$ cat src/inc/cirq_consts.svh
// offsets, field positions, reset values and timing counts of the irq/wake/bus-off block
// assumes inclusion by bare name from the design and testbench files
`ifndef CIRQ_CONSTS_SVH
`define CIRQ_CONSTS_SVH

// ==========================================================
// register word offsets (byte addresses, wishbone 32-bit)
`define CIRQ_ADDR_CTRL0     8'h00
`define CIRQ_ADDR_CTRL1     8'h04
`define CIRQ_ADDR_RXFLAG    8'h08
`define CIRQ_ADDR_RXIEN     8'h0c
`define CIRQ_ADDR_TXFLAG    8'h10
`define CIRQ_ADDR_TXIEN     8'h14
`define CIRQ_ADDR_MISC      8'h18

// ==========================================================
// control_reg_zero fields
`define CIRQ_C0_INIT_REQUEST      0
`define CIRQ_C0_SLEEP_REQUEST       1
`define CIRQ_C0_WAKE_ON_BUS_ENABLE        2
// control_reg_one fields
`define CIRQ_C1_INIT_ACKNOWLEDGE      0
`define CIRQ_C1_SLEEP_ACKNOWLEDGE       1
`define CIRQ_C1_WAKE_FILTER_SELECT        2
`define CIRQ_C1_BUSOFF_RECOVERY_MODE        3
`define CIRQ_C1_MODULE_ENABLE        7
// rx_flag_reg fields
`define CIRQ_RF_RXF         0
`define CIRQ_RF_RX_OVERRUN_FLAG       1
`define CIRQ_RF_TX_STATE_FIELD_LO    2
`define CIRQ_RF_RX_STATE_FIELD_LO    4
`define CIRQ_RF_STATUS_CHANGE_FLAG       6
`define CIRQ_RF_WAKE_EVENT_FLAG       7
// rx_irq_enable_reg fields
`define CIRQ_RE_RX_FULL_IRQ_ENABLE       0
`define CIRQ_RE_RX_OVERRUN_IRQ_ENABLE       1
`define CIRQ_RE_STATUS_CHANGE_IRQ_ENABLE       6
`define CIRQ_RE_WAKE_IRQ_ENABLE       7
// misc_reg fields
`define CIRQ_MI_BUSOFF_HOLD      0

// ==========================================================
// reset values
`define CIRQ_RST_CTRL0      8'h01
`define CIRQ_RST_CTRL1      8'h01
`define CIRQ_RST_RXIEN      8'h00
`define CIRQ_RST_TXIEN      3'h0
`define CIRQ_RST_TXE        3'h7

// ==========================================================
// timing: bit time and counts
`define CIRQ_CLK_MHZ        100
`define CIRQ_BIT_NS         2000
`define CIRQ_BIT_CYC        ((`CIRQ_BIT_NS * `CIRQ_CLK_MHZ) / 1000)
`define CIRQ_IDLE_BITS      11
`define CIRQ_BUSOFF_SEQ     128
`define CIRQ_WAKE_FILT_NS   500
`define CIRQ_WAKE_FILT_CYC  ((`CIRQ_WAKE_FILT_NS * `CIRQ_CLK_MHZ + 999) / 1000)

`endif

$ cat src/inc/cirq_pkg.sv
// types shared by the irq/wake/bus-off block
// assumes cirq_consts.svh on the include path
package cirq_pkg;

  // ==========================================================
  // operating mode of the controller
  typedef enum logic [4:0] {
    CIRQ_INIT   = 5'h01,
    CIRQ_NORMAL = 5'h02,
    CIRQ_SLEEP  = 5'h04,
    CIRQ_RESYNC = 5'h08,
    CIRQ_BUSOFF = 5'h10
  } cirq_mode_t;

  // fault confinement range of one error counter
  typedef enum logic [1:0] {
    CIRQ_ST_OK      = 2'h0,
    CIRQ_ST_WARN    = 2'h1,
    CIRQ_ST_PASSIVE = 2'h2,
    CIRQ_ST_BUSOFF  = 2'h3
  } cirq_errst_t;

endpackage

$ cat src/verilog/cirq_wake_filter.sv
// glitch filter on the receive line for wake-up detection
// assumes rx input synchronous to clk_i; dominant = 0
`timescale 1ns/1ps
`include "cirq_consts.svh"

module cirq_wake_filter (
  input  wire logic clk_i,
  input  wire logic rst_i,
  input  wire logic filter_en_i,
  input  wire logic rx_i,
  output logic      wake_o
);

  localparam int unsigned FCYC = `CIRQ_WAKE_FILT_CYC;

  logic [15:0] cnt_reg;
  logic [15:0] cnt_next;
  logic        wake_reg;
  logic        wake_next;

  // ==========================================================
  // dominant width count
  always_comb begin
    cnt_next  = 16'h0000;
    wake_next = 1'b0;
    if (!rx_i) begin
      if (cnt_reg < FCYC[15:0]) begin
        cnt_next = cnt_reg + 16'h0001;
      end else begin
        cnt_next = cnt_reg;
      end
      // short pulses rejected only when the filter is selected
      wake_next = filter_en_i ? (cnt_reg + 16'h0001 >= FCYC[15:0]) : 1'b1;
    end
  end

  always_ff @(posedge clk_i) begin
    if (rst_i) begin
      cnt_reg  <= 16'h0000;
      wake_reg <= 1'b0;
    end else begin
      cnt_reg  <= cnt_next;
      wake_reg <= wake_next;
    end
  end

  assign wake_o = wake_reg;

endmodule // cirq_wake_filter

$ cat src/verilog/cirq_ctrl.sv
// interrupt, wake-up and bus-off recovery logic of a can controller
// assumes a classic wishbone master, a core that reports rx/tx events,
// receive pin synchronous to clk_i
//
// Operation
// - wake enabled: leave sleep on bus activity
// - filter select low-passes receive line in sleep
// - four requests, local enables, cpu mask
// - error irq from status change, overrun
// - tx irq when any buffer empty
// - rx full set after end of frame
// - rx full re-set for next fifo message
// - sleep bus activity sets wake flag
// - error irq on overrun or state entry
// - status change flag, tx/rx state fields
// - request holds while enabled flag set
// - flags clear by writing one only
// - clear ignored while condition persists
// - stop wake only if slept, enabled
// - auto recovery after 128 idle sequences
// - user recovery needs sequences and hold clear
// - after wake wait 11 recessive bits
//
// Decided for this implementation: register access over Wishbone and the address map.
`timescale 1ns/1ps
`include "cirq_consts.svh"

module cirq_ctrl (
  input  wire logic        clk_i,
  input  wire logic        rst_i,
  input  wire logic        wb_cyc_i,
  input  wire logic        wb_stb_i,
  input  wire logic        wb_we_i,
  input  wire logic [7:0]  wb_adr_i,
  input  wire logic [3:0]  wb_sel_i,
  input  wire logic [31:0] wb_dat_i,
  output logic [31:0]      wb_dat_o,
  output logic             wb_ack_o,
  input  wire logic        cpu_irq_mask_i,
  input  wire logic        power_down_i,
  input  wire logic        can_receive_pin,
  input  wire logic        rx_eof_ok_i,
  input  wire logic        rx_fifo_pending_i,
  input  wire logic        rx_overrun_i,
  input  wire logic [2:0]  tx_done_i,
  input  wire logic        core_idle_i,
  input  wire logic [1:0]  tx_state_i,
  input  wire logic [1:0]  rx_state_i,
  output logic             rx_shift_o,
  output logic             core_active_o,
  output logic             wake_irq_o,
  output logic             err_irq_o,
  output logic             rx_irq_o,
  output logic             tx_irq_o
);

  localparam int unsigned BITC = `CIRQ_BIT_CYC;

  // ==========================================================
  // field pack / update helper
  function automatic logic [7:0] w1c(input logic [7:0] cur, input logic [7:0] set,
                                     input logic [7:0] clr, input logic [7:0] hold);
    // set wins over clear; a held condition blocks the clear
    w1c = set | (cur & ~(clr & ~hold));
  endfunction

  function automatic logic idle_bit(input logic [15:0] c);
    idle_bit = (c == BITC[15:0] - 16'h0001);
  endfunction

  // ==========================================================
  // state
  cirq_pkg::cirq_mode_t mode_reg, mode_next;
  logic [7:0]  ctrl0_reg, ctrl0_next;
  logic [7:0]  ctrl1_reg, ctrl1_next;
  logic [7:0]  rflg_reg, rflg_next;
  logic [7:0]  rien_reg, rien_next;
  logic [2:0]  txe_reg, txe_next;
  logic [2:0]  tien_reg, tien_next;
  logic        hold_reg, hold_next;
  logic [15:0] bitc_reg, bitc_next;
  logic [3:0]  rec_reg, rec_next;
  logic [7:0]  seq_reg, seq_next;
  logic        seqdone_reg, seqdone_next;
  logic        slept_reg, slept_next;
  logic [31:0] dat_reg, dat_next;
  logic        ack_reg, ack_next;

  logic        wake_raw;
  logic        wr, rd_sel;
  logic        bit_tick, idle_seq;
  logic [7:0]  rclr, rset, rhold;
  logic        busoff_now;

  cirq_wake_filter u_filter (
    .clk_i       (clk_i),
    .rst_i       (rst_i),
    .filter_en_i (ctrl1_reg[`CIRQ_C1_WAKE_FILTER_SELECT]),
    .rx_i        (can_receive_pin),
    .wake_o      (wake_raw)
  );

  assign wr         = wb_cyc_i & wb_stb_i & wb_we_i & ~ack_reg & wb_sel_i[0];
  assign rd_sel     = wb_cyc_i & wb_stb_i & ~ack_reg;
  assign busoff_now = (tx_state_i == cirq_pkg::CIRQ_ST_BUSOFF);

  // ==========================================================
  // recessive bit / idle sequence counting
  always_comb begin
    bit_tick  = idle_bit(bitc_reg);
    bitc_next = (bit_tick || !can_receive_pin) ? 16'h0000 : bitc_reg + 16'h0001;
    idle_seq  = 1'b0;
    rec_next  = rec_reg;
    if (!can_receive_pin) begin
      rec_next = 4'h0;
    end else if (bit_tick) begin
      if (rec_reg == 4'(`CIRQ_IDLE_BITS - 1)) begin
        rec_next = 4'h0;
        idle_seq = 1'b1;
      end else begin
        rec_next = rec_reg + 4'h1;
      end
    end
  end

  // ==========================================================
  // mode machine and flags
  always_comb begin
    mode_next    = mode_reg;
    ctrl0_next   = ctrl0_reg;
    ctrl1_next   = ctrl1_reg;
    rien_next    = rien_reg;
    tien_next    = tien_reg;
    hold_next    = hold_reg;
    seq_next     = seq_reg;
    seqdone_next = seqdone_reg;
    slept_next   = slept_reg;
    rclr         = 8'h00;
    rset         = 8'h00;
    rhold        = 8'h00;
    rx_shift_o   = 1'b0;

    // cpu writes to control and enables
    if (wr) begin
      unique case (wb_adr_i)
        `CIRQ_ADDR_CTRL0: begin
          ctrl0_next[`CIRQ_C0_WAKE_ON_BUS_ENABLE] = wb_dat_i[`CIRQ_C0_WAKE_ON_BUS_ENABLE];
          // requests cannot be withdrawn before acknowledged
          if (wb_dat_i[`CIRQ_C0_INIT_REQUEST] || ctrl1_reg[`CIRQ_C1_INIT_ACKNOWLEDGE]) begin
            ctrl0_next[`CIRQ_C0_INIT_REQUEST] = wb_dat_i[`CIRQ_C0_INIT_REQUEST];
          end
          if (wb_dat_i[`CIRQ_C0_SLEEP_REQUEST] || ctrl1_reg[`CIRQ_C1_SLEEP_ACKNOWLEDGE]) begin
            ctrl0_next[`CIRQ_C0_SLEEP_REQUEST] = wb_dat_i[`CIRQ_C0_SLEEP_REQUEST];
          end
        end
        `CIRQ_ADDR_CTRL1: begin
          ctrl1_next[`CIRQ_C1_MODULE_ENABLE] = wb_dat_i[`CIRQ_C1_MODULE_ENABLE];
          if (mode_reg == cirq_pkg::CIRQ_INIT) begin
            ctrl1_next[`CIRQ_C1_WAKE_FILTER_SELECT] = wb_dat_i[`CIRQ_C1_WAKE_FILTER_SELECT];
            ctrl1_next[`CIRQ_C1_BUSOFF_RECOVERY_MODE] = wb_dat_i[`CIRQ_C1_BUSOFF_RECOVERY_MODE];
          end
        end
        `CIRQ_ADDR_RXFLAG: rclr = wb_dat_i[7:0];
        `CIRQ_ADDR_RXIEN:  rien_next = wb_dat_i[7:0] & 8'hc3;
        `CIRQ_ADDR_TXIEN:  tien_next = wb_dat_i[2:0];
        `CIRQ_ADDR_MISC: begin
          // only a clear is meaningful; hold is set by entering bus-off with user recovery mode selected
          if (wb_dat_i[`CIRQ_MI_BUSOFF_HOLD]) begin
            hold_next = 1'b0;
          end
        end
        default: ;
      endcase
    end

    // status change on range entry, fields record the new states
    if ((tx_state_i != rflg_reg[3:2]) || (rx_state_i != rflg_reg[5:4])) begin
      if (tx_state_i != cirq_pkg::CIRQ_ST_OK || rx_state_i != cirq_pkg::CIRQ_ST_OK) begin
        rset[`CIRQ_RF_STATUS_CHANGE_FLAG] = 1'b1;
      end
    end
    if (rx_overrun_i) begin
      rset[`CIRQ_RF_RX_OVERRUN_FLAG] = 1'b1;
    end
    rhold[`CIRQ_RF_RX_OVERRUN_FLAG] = rx_overrun_i;
    rhold[`CIRQ_RF_STATUS_CHANGE_FLAG] = rset[`CIRQ_RF_STATUS_CHANGE_FLAG];

    unique case (mode_reg)
      cirq_pkg::CIRQ_INIT: begin
        if (!ctrl0_reg[`CIRQ_C0_INIT_REQUEST] && ctrl1_reg[`CIRQ_C1_MODULE_ENABLE]) begin
          mode_next = cirq_pkg::CIRQ_NORMAL;
          ctrl1_next[`CIRQ_C1_INIT_ACKNOWLEDGE] = 1'b0;
        end else begin
          ctrl1_next[`CIRQ_C1_INIT_ACKNOWLEDGE] = 1'b1;
        end
      end
      cirq_pkg::CIRQ_NORMAL: begin
        if (ctrl0_reg[`CIRQ_C0_INIT_REQUEST]) begin
          mode_next = cirq_pkg::CIRQ_INIT;
        end else if (busoff_now) begin
          mode_next = cirq_pkg::CIRQ_BUSOFF;
          seq_next = 8'h00;
          seqdone_next = 1'b0;
          hold_next = ctrl1_reg[`CIRQ_C1_BUSOFF_RECOVERY_MODE];
        end else if (ctrl0_reg[`CIRQ_C0_SLEEP_REQUEST] && core_idle_i) begin
          mode_next = cirq_pkg::CIRQ_SLEEP;
          ctrl1_next[`CIRQ_C1_SLEEP_ACKNOWLEDGE] = 1'b1;
        end else if (rx_eof_ok_i || (rx_fifo_pending_i && !rflg_reg[`CIRQ_RF_RXF])) begin
          // move into foreground buffer, flag full
          rx_shift_o = 1'b1;
          rset[`CIRQ_RF_RXF] = 1'b1;
        end
      end
      cirq_pkg::CIRQ_SLEEP: begin
        // wake enable masks the bus; filter decides activity
        if (ctrl0_reg[`CIRQ_C0_WAKE_ON_BUS_ENABLE] && wake_raw) begin
          mode_next = cirq_pkg::CIRQ_RESYNC;
          rset[`CIRQ_RF_WAKE_EVENT_FLAG] = 1'b1;
          ctrl0_next[`CIRQ_C0_SLEEP_REQUEST] = 1'b0;
          ctrl1_next[`CIRQ_C1_SLEEP_ACKNOWLEDGE] = 1'b0;
        end else if (!ctrl0_reg[`CIRQ_C0_SLEEP_REQUEST]) begin
          mode_next = cirq_pkg::CIRQ_RESYNC;
          ctrl1_next[`CIRQ_C1_SLEEP_ACKNOWLEDGE] = 1'b0;
        end else if (ctrl0_reg[`CIRQ_C0_INIT_REQUEST]) begin
          mode_next = cirq_pkg::CIRQ_INIT;
        end
      end
      cirq_pkg::CIRQ_RESYNC: begin
        // frame that woke us is dropped while waiting for idle
        if (idle_seq) begin
          mode_next = cirq_pkg::CIRQ_NORMAL;
        end
      end
      cirq_pkg::CIRQ_BUSOFF: begin
        if (idle_seq && seq_reg != 8'(`CIRQ_BUSOFF_SEQ - 1) && !seqdone_reg) begin
          seq_next = seq_reg + 8'h01;
        end else if (idle_seq) begin
          seqdone_next = 1'b1;
        end
        // either order: count finished and hold released
        if (seqdone_reg && (!ctrl1_reg[`CIRQ_C1_BUSOFF_RECOVERY_MODE] || !hold_reg)) begin
          mode_next = cirq_pkg::CIRQ_NORMAL;
        end else if (ctrl0_reg[`CIRQ_C0_INIT_REQUEST]) begin
          mode_next = cirq_pkg::CIRQ_INIT;
        end
      end
    endcase

    // remember sleep before power down for stop recovery
    slept_next = power_down_i ? slept_reg : (mode_reg == cirq_pkg::CIRQ_SLEEP);

    if (mode_next == cirq_pkg::CIRQ_INIT && mode_reg != cirq_pkg::CIRQ_INIT) begin
      rien_next = `CIRQ_RST_RXIEN;
      tien_next = `CIRQ_RST_TXIEN;
      ctrl0_next[`CIRQ_C0_SLEEP_REQUEST] = 1'b0;
      ctrl0_next[`CIRQ_C0_WAKE_ON_BUS_ENABLE] = 1'b0;
      ctrl1_next[`CIRQ_C1_SLEEP_ACKNOWLEDGE] = 1'b0;
    end

    rflg_next = w1c(rflg_reg, rset, rclr & 8'hc3, rhold);
    rflg_next[3:2] = tx_state_i;
    rflg_next[5:4] = rx_state_i;
    // empty flags: hw sets on completion, sw clears to schedule
    txe_next = tx_done_i | (txe_reg & ~((wr && wb_adr_i == `CIRQ_ADDR_TXFLAG) ? wb_dat_i[2:0] : 3'h0));
    if (mode_reg == cirq_pkg::CIRQ_INIT) begin
      rflg_next = 8'h00;
      txe_next  = `CIRQ_RST_TXE;
    end
  end

  // ==========================================================
  // bus slave read path, single wait-free ack
  always_comb begin
    ack_next = rd_sel;
    dat_next = dat_reg;
    if (rd_sel && !wb_we_i) begin
      unique case (wb_adr_i)
        `CIRQ_ADDR_CTRL0:  dat_next = {24'h0, ctrl0_reg};
        `CIRQ_ADDR_CTRL1:  dat_next = {24'h0, ctrl1_reg};
        `CIRQ_ADDR_RXFLAG: dat_next = {24'h0, rflg_reg};
        `CIRQ_ADDR_RXIEN:  dat_next = {24'h0, rien_reg};
        `CIRQ_ADDR_TXFLAG: dat_next = {29'h0, txe_reg};
        `CIRQ_ADDR_TXIEN:  dat_next = {29'h0, tien_reg};
        `CIRQ_ADDR_MISC:   dat_next = {31'h0, hold_reg};
        default:           dat_next = 32'h0;
      endcase
    end
  end

  always_ff @(posedge clk_i) begin
    if (rst_i) begin
      mode_reg    <= cirq_pkg::CIRQ_INIT;
      ctrl0_reg   <= `CIRQ_RST_CTRL0;
      ctrl1_reg   <= `CIRQ_RST_CTRL1;
      rflg_reg    <= 8'h00;
      rien_reg    <= `CIRQ_RST_RXIEN;
      txe_reg     <= `CIRQ_RST_TXE;
      tien_reg    <= `CIRQ_RST_TXIEN;
      hold_reg    <= 1'b0;
      bitc_reg    <= 16'h0000;
      rec_reg     <= 4'h0;
      seq_reg     <= 8'h00;
      seqdone_reg <= 1'b0;
      slept_reg   <= 1'b0;
      dat_reg     <= 32'h0;
      ack_reg     <= 1'b0;
    end else begin
      mode_reg    <= mode_next;
      ctrl0_reg   <= ctrl0_next;
      ctrl1_reg   <= ctrl1_next;
      rflg_reg    <= rflg_next;
      rien_reg    <= rien_next;
      txe_reg     <= txe_next;
      tien_reg    <= tien_next;
      hold_reg    <= hold_next;
      bitc_reg    <= bitc_next;
      rec_reg     <= rec_next;
      seq_reg     <= seq_next;
      seqdone_reg <= seqdone_next;
      slept_reg   <= slept_next;
      dat_reg     <= dat_next;
      ack_reg     <= ack_next;
    end
  end

  // ==========================================================
  // interrupt requests, combinational and gated by cpu mask
  always_comb begin
    // during power down a wake fires only if the block slept before; err/rx/tx are not gated
    wake_irq_o = ~cpu_irq_mask_i & rflg_reg[`CIRQ_RF_WAKE_EVENT_FLAG] & rien_reg[`CIRQ_RE_WAKE_IRQ_ENABLE]
                 & ctrl0_reg[`CIRQ_C0_WAKE_ON_BUS_ENABLE] & (~power_down_i | slept_reg);
    err_irq_o  = ~cpu_irq_mask_i & ((rflg_reg[`CIRQ_RF_STATUS_CHANGE_FLAG] & rien_reg[`CIRQ_RE_STATUS_CHANGE_IRQ_ENABLE])
                 | (rflg_reg[`CIRQ_RF_RX_OVERRUN_FLAG] & rien_reg[`CIRQ_RE_RX_OVERRUN_IRQ_ENABLE]));
    rx_irq_o   = ~cpu_irq_mask_i & rflg_reg[`CIRQ_RF_RXF] & rien_reg[`CIRQ_RE_RX_FULL_IRQ_ENABLE];
    tx_irq_o   = ~cpu_irq_mask_i & (|(txe_reg & tien_reg));
  end

  assign core_active_o = (mode_reg == cirq_pkg::CIRQ_NORMAL);
  assign wb_dat_o      = dat_reg;
  assign wb_ack_o      = ack_reg;

endmodule // cirq_ctrl

$ cat config.mk
export PLATFORM = sky130hd
export DESIGN_NAME = cirq_ctrl
export DESIGN_NICKNAME = d
export VERILOG_FILES = /design/src/inc/cirq_pkg.sv /design/src/verilog/cirq_wake_filter.sv /design/src/verilog/cirq_ctrl.sv
export VERILOG_INCLUDE_DIRS = /design/src /design/src/inc
export SDC_FILE = /design/constraint.sdc
export NUM_CORES = 1
export LEC_CHECK = 0
export ABC_AREA = 1
export BUFFER_PORTS_ARGS = -buffer_cell sky130_fd_sc_hd__buf_2
export CAP_MARGIN = 25
export CORE_AREA = 2 2 116 130
export DETAILED_ROUTE_END_ITERATION = 8
export DIE_AREA = 0 0 118 132
export PLACE_DENSITY_LB_ADDON = 0.3
export SKIP_CTS_REPAIR_TIMING = 1
export SLEW_MARGIN = 10
export SYNTH_ARGS = -nofsm -noshare
export SYNTH_HDL_FRONTEND = slang
export SYNTH_SLANG_ARGS = --single-unit
$ cat constraint.sdc
create_clock -name clk_i -period 1.7 [get_ports clk_i]
set_clock_uncertainty 0.05 [all_clocks]
set_input_delay 0.34 -clock clk_i [delete_from_list [all_inputs] [get_ports clk_i]]
set_output_delay 0.34 -clock clk_i [all_outputs]
set_load 0.03 [all_outputs]
==> key figures, run 1 <==
Placement
  – Total placed cells including tap cells: 1020
  – Pre-CTS setup slack: -0.0691 ns
  – Port buffer count: 48
  – DP HPWL: 9210 µm
  – Routability cong.: 0.824

Route
  – Number of DRC markers in iteration 0: 165
  – Drt first pass iters: 4
  – Drc violations: 0
  – Final wirelength: 11900 µm
  – Wire per inst: 11.4 µm
  – ANT nets after route: 0
  – Vias per inst: 4.55
  – DR vias: 4749

Yosys
  – Synth Register Bits: 88
  – Cell variety after synth: 45
  – Syn avg cell area: 6.75 µm²
  – Netlist Area Pre-Place: 4900 µm²
  – YS warnings: 0
  – Post-synthesis sequential area ratio: 0.360
  – Synth Instances: 725

Timing
  – Tmin final: 2.07 ns
  – Final WS setup: -0.374 ns
  – Setup-failing EPs final: 4
  – Final hold violation count: 0
  – Final period util: 1.22
  – RSZ-0062 raised after global routing: true
  – Max Freq: 482 MHz
  – Max-slew violation count: 0
  – Setup TNS: -0.519 ns

Setup path
  – Reg2reg path depth: 12
  – Slowest-stage cell, CP: dfxtp_2
  – Top cell family by delay on the critical path: simple AND/OR/NAND/NOR gates
  – Nature of the critical path endpoint: output port
  – CP Depth: 8
  – Data arrival, critical path: 1.68 ns
  – Critical Path RT: 1.31 ns
  – CP startpoint kind: register
  – Crit path cell chain: nor2_4 > nand2_2 > nor2_4 > nand2_4 > clkinvlp_4 > nand2_2 > nor4_4 > buf_6
  – Worst Path Buf+Inv: 2
  – Max FO, Critical Path: 2
  – CP peak stage delay: 0.33 ns
  – WS Path Type: reg2out

Cells and area
  – Most frequent cells in the layout: nand2_1, inv_1, nor2_1
  – Area grow syn2layout: 29.9%
  – Filler cells: 1476
  – Fin cells: 1043
  – # nets final: 913
  – Most common cell after layout, fill and taps aside: nand2_1
  – Fraction of layout cells with a size suffix above 1: 0.261
  – Ant. Diodes: 0

CTS
  – Root buf cell: clkbuf_16
  – CTS H-tree lvls: 3
  – CTS tree: yes
  – Sink Count: 88
  – Clk_lat worst skew: 0.35 ns
  – Max clock buf depth: 2
  – Num CTS Buffers: 9
  – Worst-path clk slew: 0.06 ns

Power
  – Max VDD drop: 436 µV
  – Power density cells: 709 nW/µm²
  – Power Total: 4.51 mW
  – Leak pwr: 2.68 nW

Die
  – Die area: 15600 µm²
  – CORE AREA: 14200 µm²
  – Initial Utilization: 0.344
  – FP Rows: 46
  – Die W: 118 µm
  – Die H: 132 µm
  – Num ports: 102

Global routing
  – Initial antenna violation count: 0
  – Vias in the first global route: 4473
  – Global Route Usage Sum: 0.157
  – Grt total ovfl: 0
  – First-pass GRT wire length: 20300 µm
  – Largest net degree at the start of global routing: 20

Run status
  – Outcome: complete, but fails checks
  – Failing checks: setup timing

Min path
  – Hold Crit Class: in2reg
  – Hold depth: 3

Run
  – Max Cap Viol: 0
## power by group
part,internal (mW),leakage [nW],switching [mW]
sequential,2.07,0.716,0.00518
combinational,0.0886,1.81,0.194
clock,1.30,0.149,0.860
## through the flow
stage	utilization	hold slack, ns	area [µm²]
floorplan	-	0.379	5000
global placement	0.404	0.401	5740
detailed placement	0.404	0.404	5740
CTS	0.426	0.126	6060
global route	0.447	0.126	6360
finish	0.447	0.133	6360
## path summary, 6_finish.rpt
check | endpoint | startpoint | slack, ns
worst max-delay path | rx_shift_o | mode_reg[3] | -0.37
worst min-delay path | txe_reg[0] | tx_done_i[0] | 0.13
worst max register to register | seq_reg[3] | bitc_reg[0] | -0.08
worst min register to register | seq_reg[0] | seq_reg[0] | 0.40
## worst min-delay path, cell delays in order
cell,delay (ns)
buf_2,0.07
nor2_1,0.03
nand2_1,0.05
## area by class of cell
class / instances / area [µm²] / area share
inverter: 115 / 435 / 0.0685
clock buffer: 10 / 229 / 0.0360
sequential: 88 / 1780 / 0.280
multi-input combinational: 515 / 2790 / 0.439
timing repair buffer: 117 / 793 / 0.125
clock inverter: 6 / 92.6 / 0.0146
tap: 192 / 240 / 0.0378
## metal layers
metal	global-route usage	vias to the layer above	part of all wire
met2	0.260	73	0.48
met1	0.203	2146	0.47
met5	0	-	0
met4	0.0643	0	0.020
li1	-	2513	-
met3	0.0277	17	0.032
## Yosys cell counts, drive strengths merged
cell	n	area, µm²
a211oi	8	80.1
a21oi	45	225
a22o	1	8.76
a22oi	1	7.51
a31oi	3	18.8
and3	1	6.26
buf	27	201
clkbuf	3	12.5
clkinv	2	7.51
conb	1	3.75
dfxtp	88	1760
ha	4	50.1
inv	113	424
nand2	146	568
nand3	48	298
nand3b	4	30.0
nand4	18	119
nor2	126	523
nor3	19	106
nor4	2	18.8
o211ai	3	22.5
o21ai	35	175
o221a	1	11.3
o22ai	2	12.5
o31ai	1	7.51
o41ai	1	8.76
or2	2	12.5
xnor2	5	43.8
xor2	15	131
## cell families (layout without fill, tap and decap cells)
family,after synthesis,in the layout,share of synthesized area
XOR/XNOR,20,20,0.0358
buffers and inverters,145,248,0.132
AND/OR/NAND/NOR,366,366,0.343
flip-flops,88,88,0.360
other,1,24,0.000766
AO/OA/AOI/OAI,101,101,0.118
adder cells (fa/ha/maj),4,4,0.0102
Note: power is estimated with default switching activity, not from simulation.
==> inputs of run 2 (changes only) <==
--- a/config.mk
+++ b/config.mk
@@ -13,6 +13,7 @@
 export DETAILED_ROUTE_END_ITERATION = 8
 export DIE_AREA = 0 0 118 132
 export PLACE_DENSITY_LB_ADDON = 0.3
+export RECOVER_POWER = 50
 export SKIP_CTS_REPAIR_TIMING = 1
 export SLEW_MARGIN = 10
 export SYNTH_ARGS = -nofsm -noshare
==> run 2 against run 1 <==
Effect of this change:
- the flow still finishes with violations (setup timing)
- sequential power barely moved
- first-iteration DRC count did not move
- via count is 0.21% higher
- flip-flop and latch count is the same
- global-route usage unchanged
- total power hardly changed
- cell area shrank 0.12%
- count of clock-buffer cells in the layout unchanged
- utilization shrank 0.053 points
- combinational power about the same
- register-to-register slack hardly changed
- critical path type unchanged
- critical endpoint unchanged
- largest power group unchanged
==> key figures, run 2 (same netlist as run 1, synthesis figures left out) <==
Cells and area
  – # nets final: 913 (unchanged)
  – Most frequent cells in the layout: nand2_1, inv_1, nor2_1
  – Most common cell after layout, fill and taps aside: nand2_1
  – Area grow syn2layout: 29.8%
  – Post-layout util: 0.447 (-0.000528)
  – Ant. Diodes: 0 (unchanged)
  – Fraction of layout cells with a size suffix above 1: 0.259 (-0.00235)
  – Final Instance Area: 6350 µm² (-0.12%)

Global routing
  – Global Route Usage Sum: 0.157 (unchanged)
  – GR Util met3: 0.0277 (unchanged)
  – Grt met1 use: 0.203 (unchanged)
  – First-pass GRT wire length: 20300 µm (unchanged)
  – Vias in the first global route: 4473 (unchanged)
  – Largest net degree at the start of global routing: 20 (unchanged)
  – GR peak layer: met2
  – Grt total ovfl: 0 (unchanged)
  – Met2 Usage GRT: 0.260 (unchanged)
  – Initial antenna violation count: 0 (unchanged)

Placement
  – Post-DP Area: 5740 µm² (unchanged)
  – Routability cong.: 0.824 (unchanged)
  – Port buffer count: 48 (unchanged)
  – Pre-CTS setup slack: -0.0691 ns (unchanged)
  – DP HPWL: 9210 µm (unchanged)

Power
  – Max VDD drop: 436 µV (about the same)
  – Power density cells: 710 nW/µm² (about the same)
  – Leak pwr: 2.67 nW (-0.29%)

Die
  – Num ports: 102 (unchanged)
  – Die H: 132 µm (unchanged)
  – CORE AREA: 14200 µm² (unchanged)
  – Initial Utilization: 0.344 (unchanged)
  – Die area: 15600 µm² (unchanged)
  – Die W: 118 µm (unchanged)
  – FP Rows: 46 (unchanged)

CTS
  – CTS tree: yes
  – Root buf cell: clkbuf_16
  – Num CTS Buffers: 9 (unchanged)
  – Clk_lat worst skew: 0.35 ns (about the same)
  – Max clock buf depth: 2 (unchanged)
  – Sink Count: 88 (unchanged)
  – CTS H-tree lvls: 3 (unchanged)
  – Worst-path clk slew: 0.06 ns (about the same)

Setup path
  – Reg2reg setup slack: -0.08 ns (about the same)
  – WS Path Type: reg2out
  – Slowest-stage cell, CP: dfxtp_2
  – FF-to-FF Start: bitc_reg[0]
  – Max FO, Critical Path: 2 (unchanged)
  – Crit path cell chain: nor2_4 > nand2_2 > nor2_4 > nand2_4 > clkinvlp_4 > nand2_2 > nor4_4 > buf_6
  – Reg2reg path depth: 12 (unchanged)
  – CP peak stage delay: 0.33 ns (about the same)
  – CP startpoint kind: register
  – Data arrival, critical path: 1.68 ns (about the same)
  – R2R Path End: seq_reg[3]
  – Nature of the critical path endpoint: output port
  – Critical Path RT: 1.31 ns (about the same)

Timing
  – RSZ-0062 raised after global routing: true
  – Setup-failing EPs final: 4 (unchanged)
  – WHS: 0.134 ns (+0.000103 ns)
  – Max-slew violation count: 0 (unchanged)
  – Final period util: 1.22 (-0.00143)
  – Setup TNS: -0.515 ns (+0.00369 ns)
  – Tmin final: 2.07 ns (-0.00243 ns)
  – Max Freq: 483 MHz (+0.12%)
  – Final hold violation count: 0 (unchanged)
  – Final WS setup: -0.371 ns (+0.00243 ns)

Min path
  – Worst hold start: tx_done_i[0]
  – Hold depth: 3 (unchanged)
  – Hold Crit Class: in2reg
  – Min-Delay Endpoint: txe_reg[0]

Route
  – Drt first pass iters: 5 (+1)
  – Vias per inst: 4.56 (+0.21%)
  – ANT nets after route: 0 (unchanged)
  – Drc violations: 0 (unchanged)
  – DR vias: 4759 (+0.21%)
  – Number of DRC markers in iteration 0: 165 (unchanged)
  – Wire per inst: 11.4 µm (+0.13%)
  – Final wirelength: 11900 µm (+0.13%)

Run
  – Max Cap Viol: 0 (unchanged)

Run status
  – Failing checks: setup timing
  – Outcome: complete, but fails checks
[run 2: cell types whose count changed in the layout (fill, tap and decap cells not counted), sizes merged]
cell,delta
buf,-3
clkbuf,+3
[run 2: critical path, delay by kind of cell, from the launching register on]
family                 cells  cell delay (ns)
AND/OR/NAND/NOR            6             0.75
flip-flops                 1             0.33
buffers and inverters      2             0.25
[run 2: power by group]
group          leakage [nW]  switching (mW)  total (mW)  internal (mW)
combinational          1.80           0.194       0.282         0.0874
sequential            0.716         0.00518        2.07           2.07
clock                 0.149           0.859        2.16           1.30
[run 2: final cells by class]
type,count,area [µm²]
fillers,1479,7860
multi-input cells,515,2790
flip-flops and latches,88,1780
repair buffers,117,786
inverters,115,435
well taps,192,240
clock buffers,10,229
clock inverters,6,92.6
[run 2: worst max-delay path by stage]
stage,startpoint,slack [ns],endpoint,cells past startpoint
detailed placement,bitc_reg[0],-0.07,seq_reg[4],12
finish,mode_reg[3],-0.37,rx_shift_o,8
global route,mode_reg[3],-0.48,rx_shift_o,8
global placement,bitc_reg[0],-0.04,seq_reg[4],12
floorplan,mode_reg[3],-0.21,rx_shift_o,7
CTS,mode_reg[3],-0.42,rx_shift_o,8
[run 2: metrics by stage]
stage	power (mW)	cells
after floorplan	2.33	748
after global placement	2.40	1020
after detailed placement	2.40	1020
after CTS	4.57	1036
after global routing	4.70	1043
final	4.51	1043
[run 2: layer usage]
metal,vias up,part of all wire
li1,2516,-
met5,-,0
met1,2157,0.47
met4,0,0.020
met3,15,0.028
met2,71,0.48
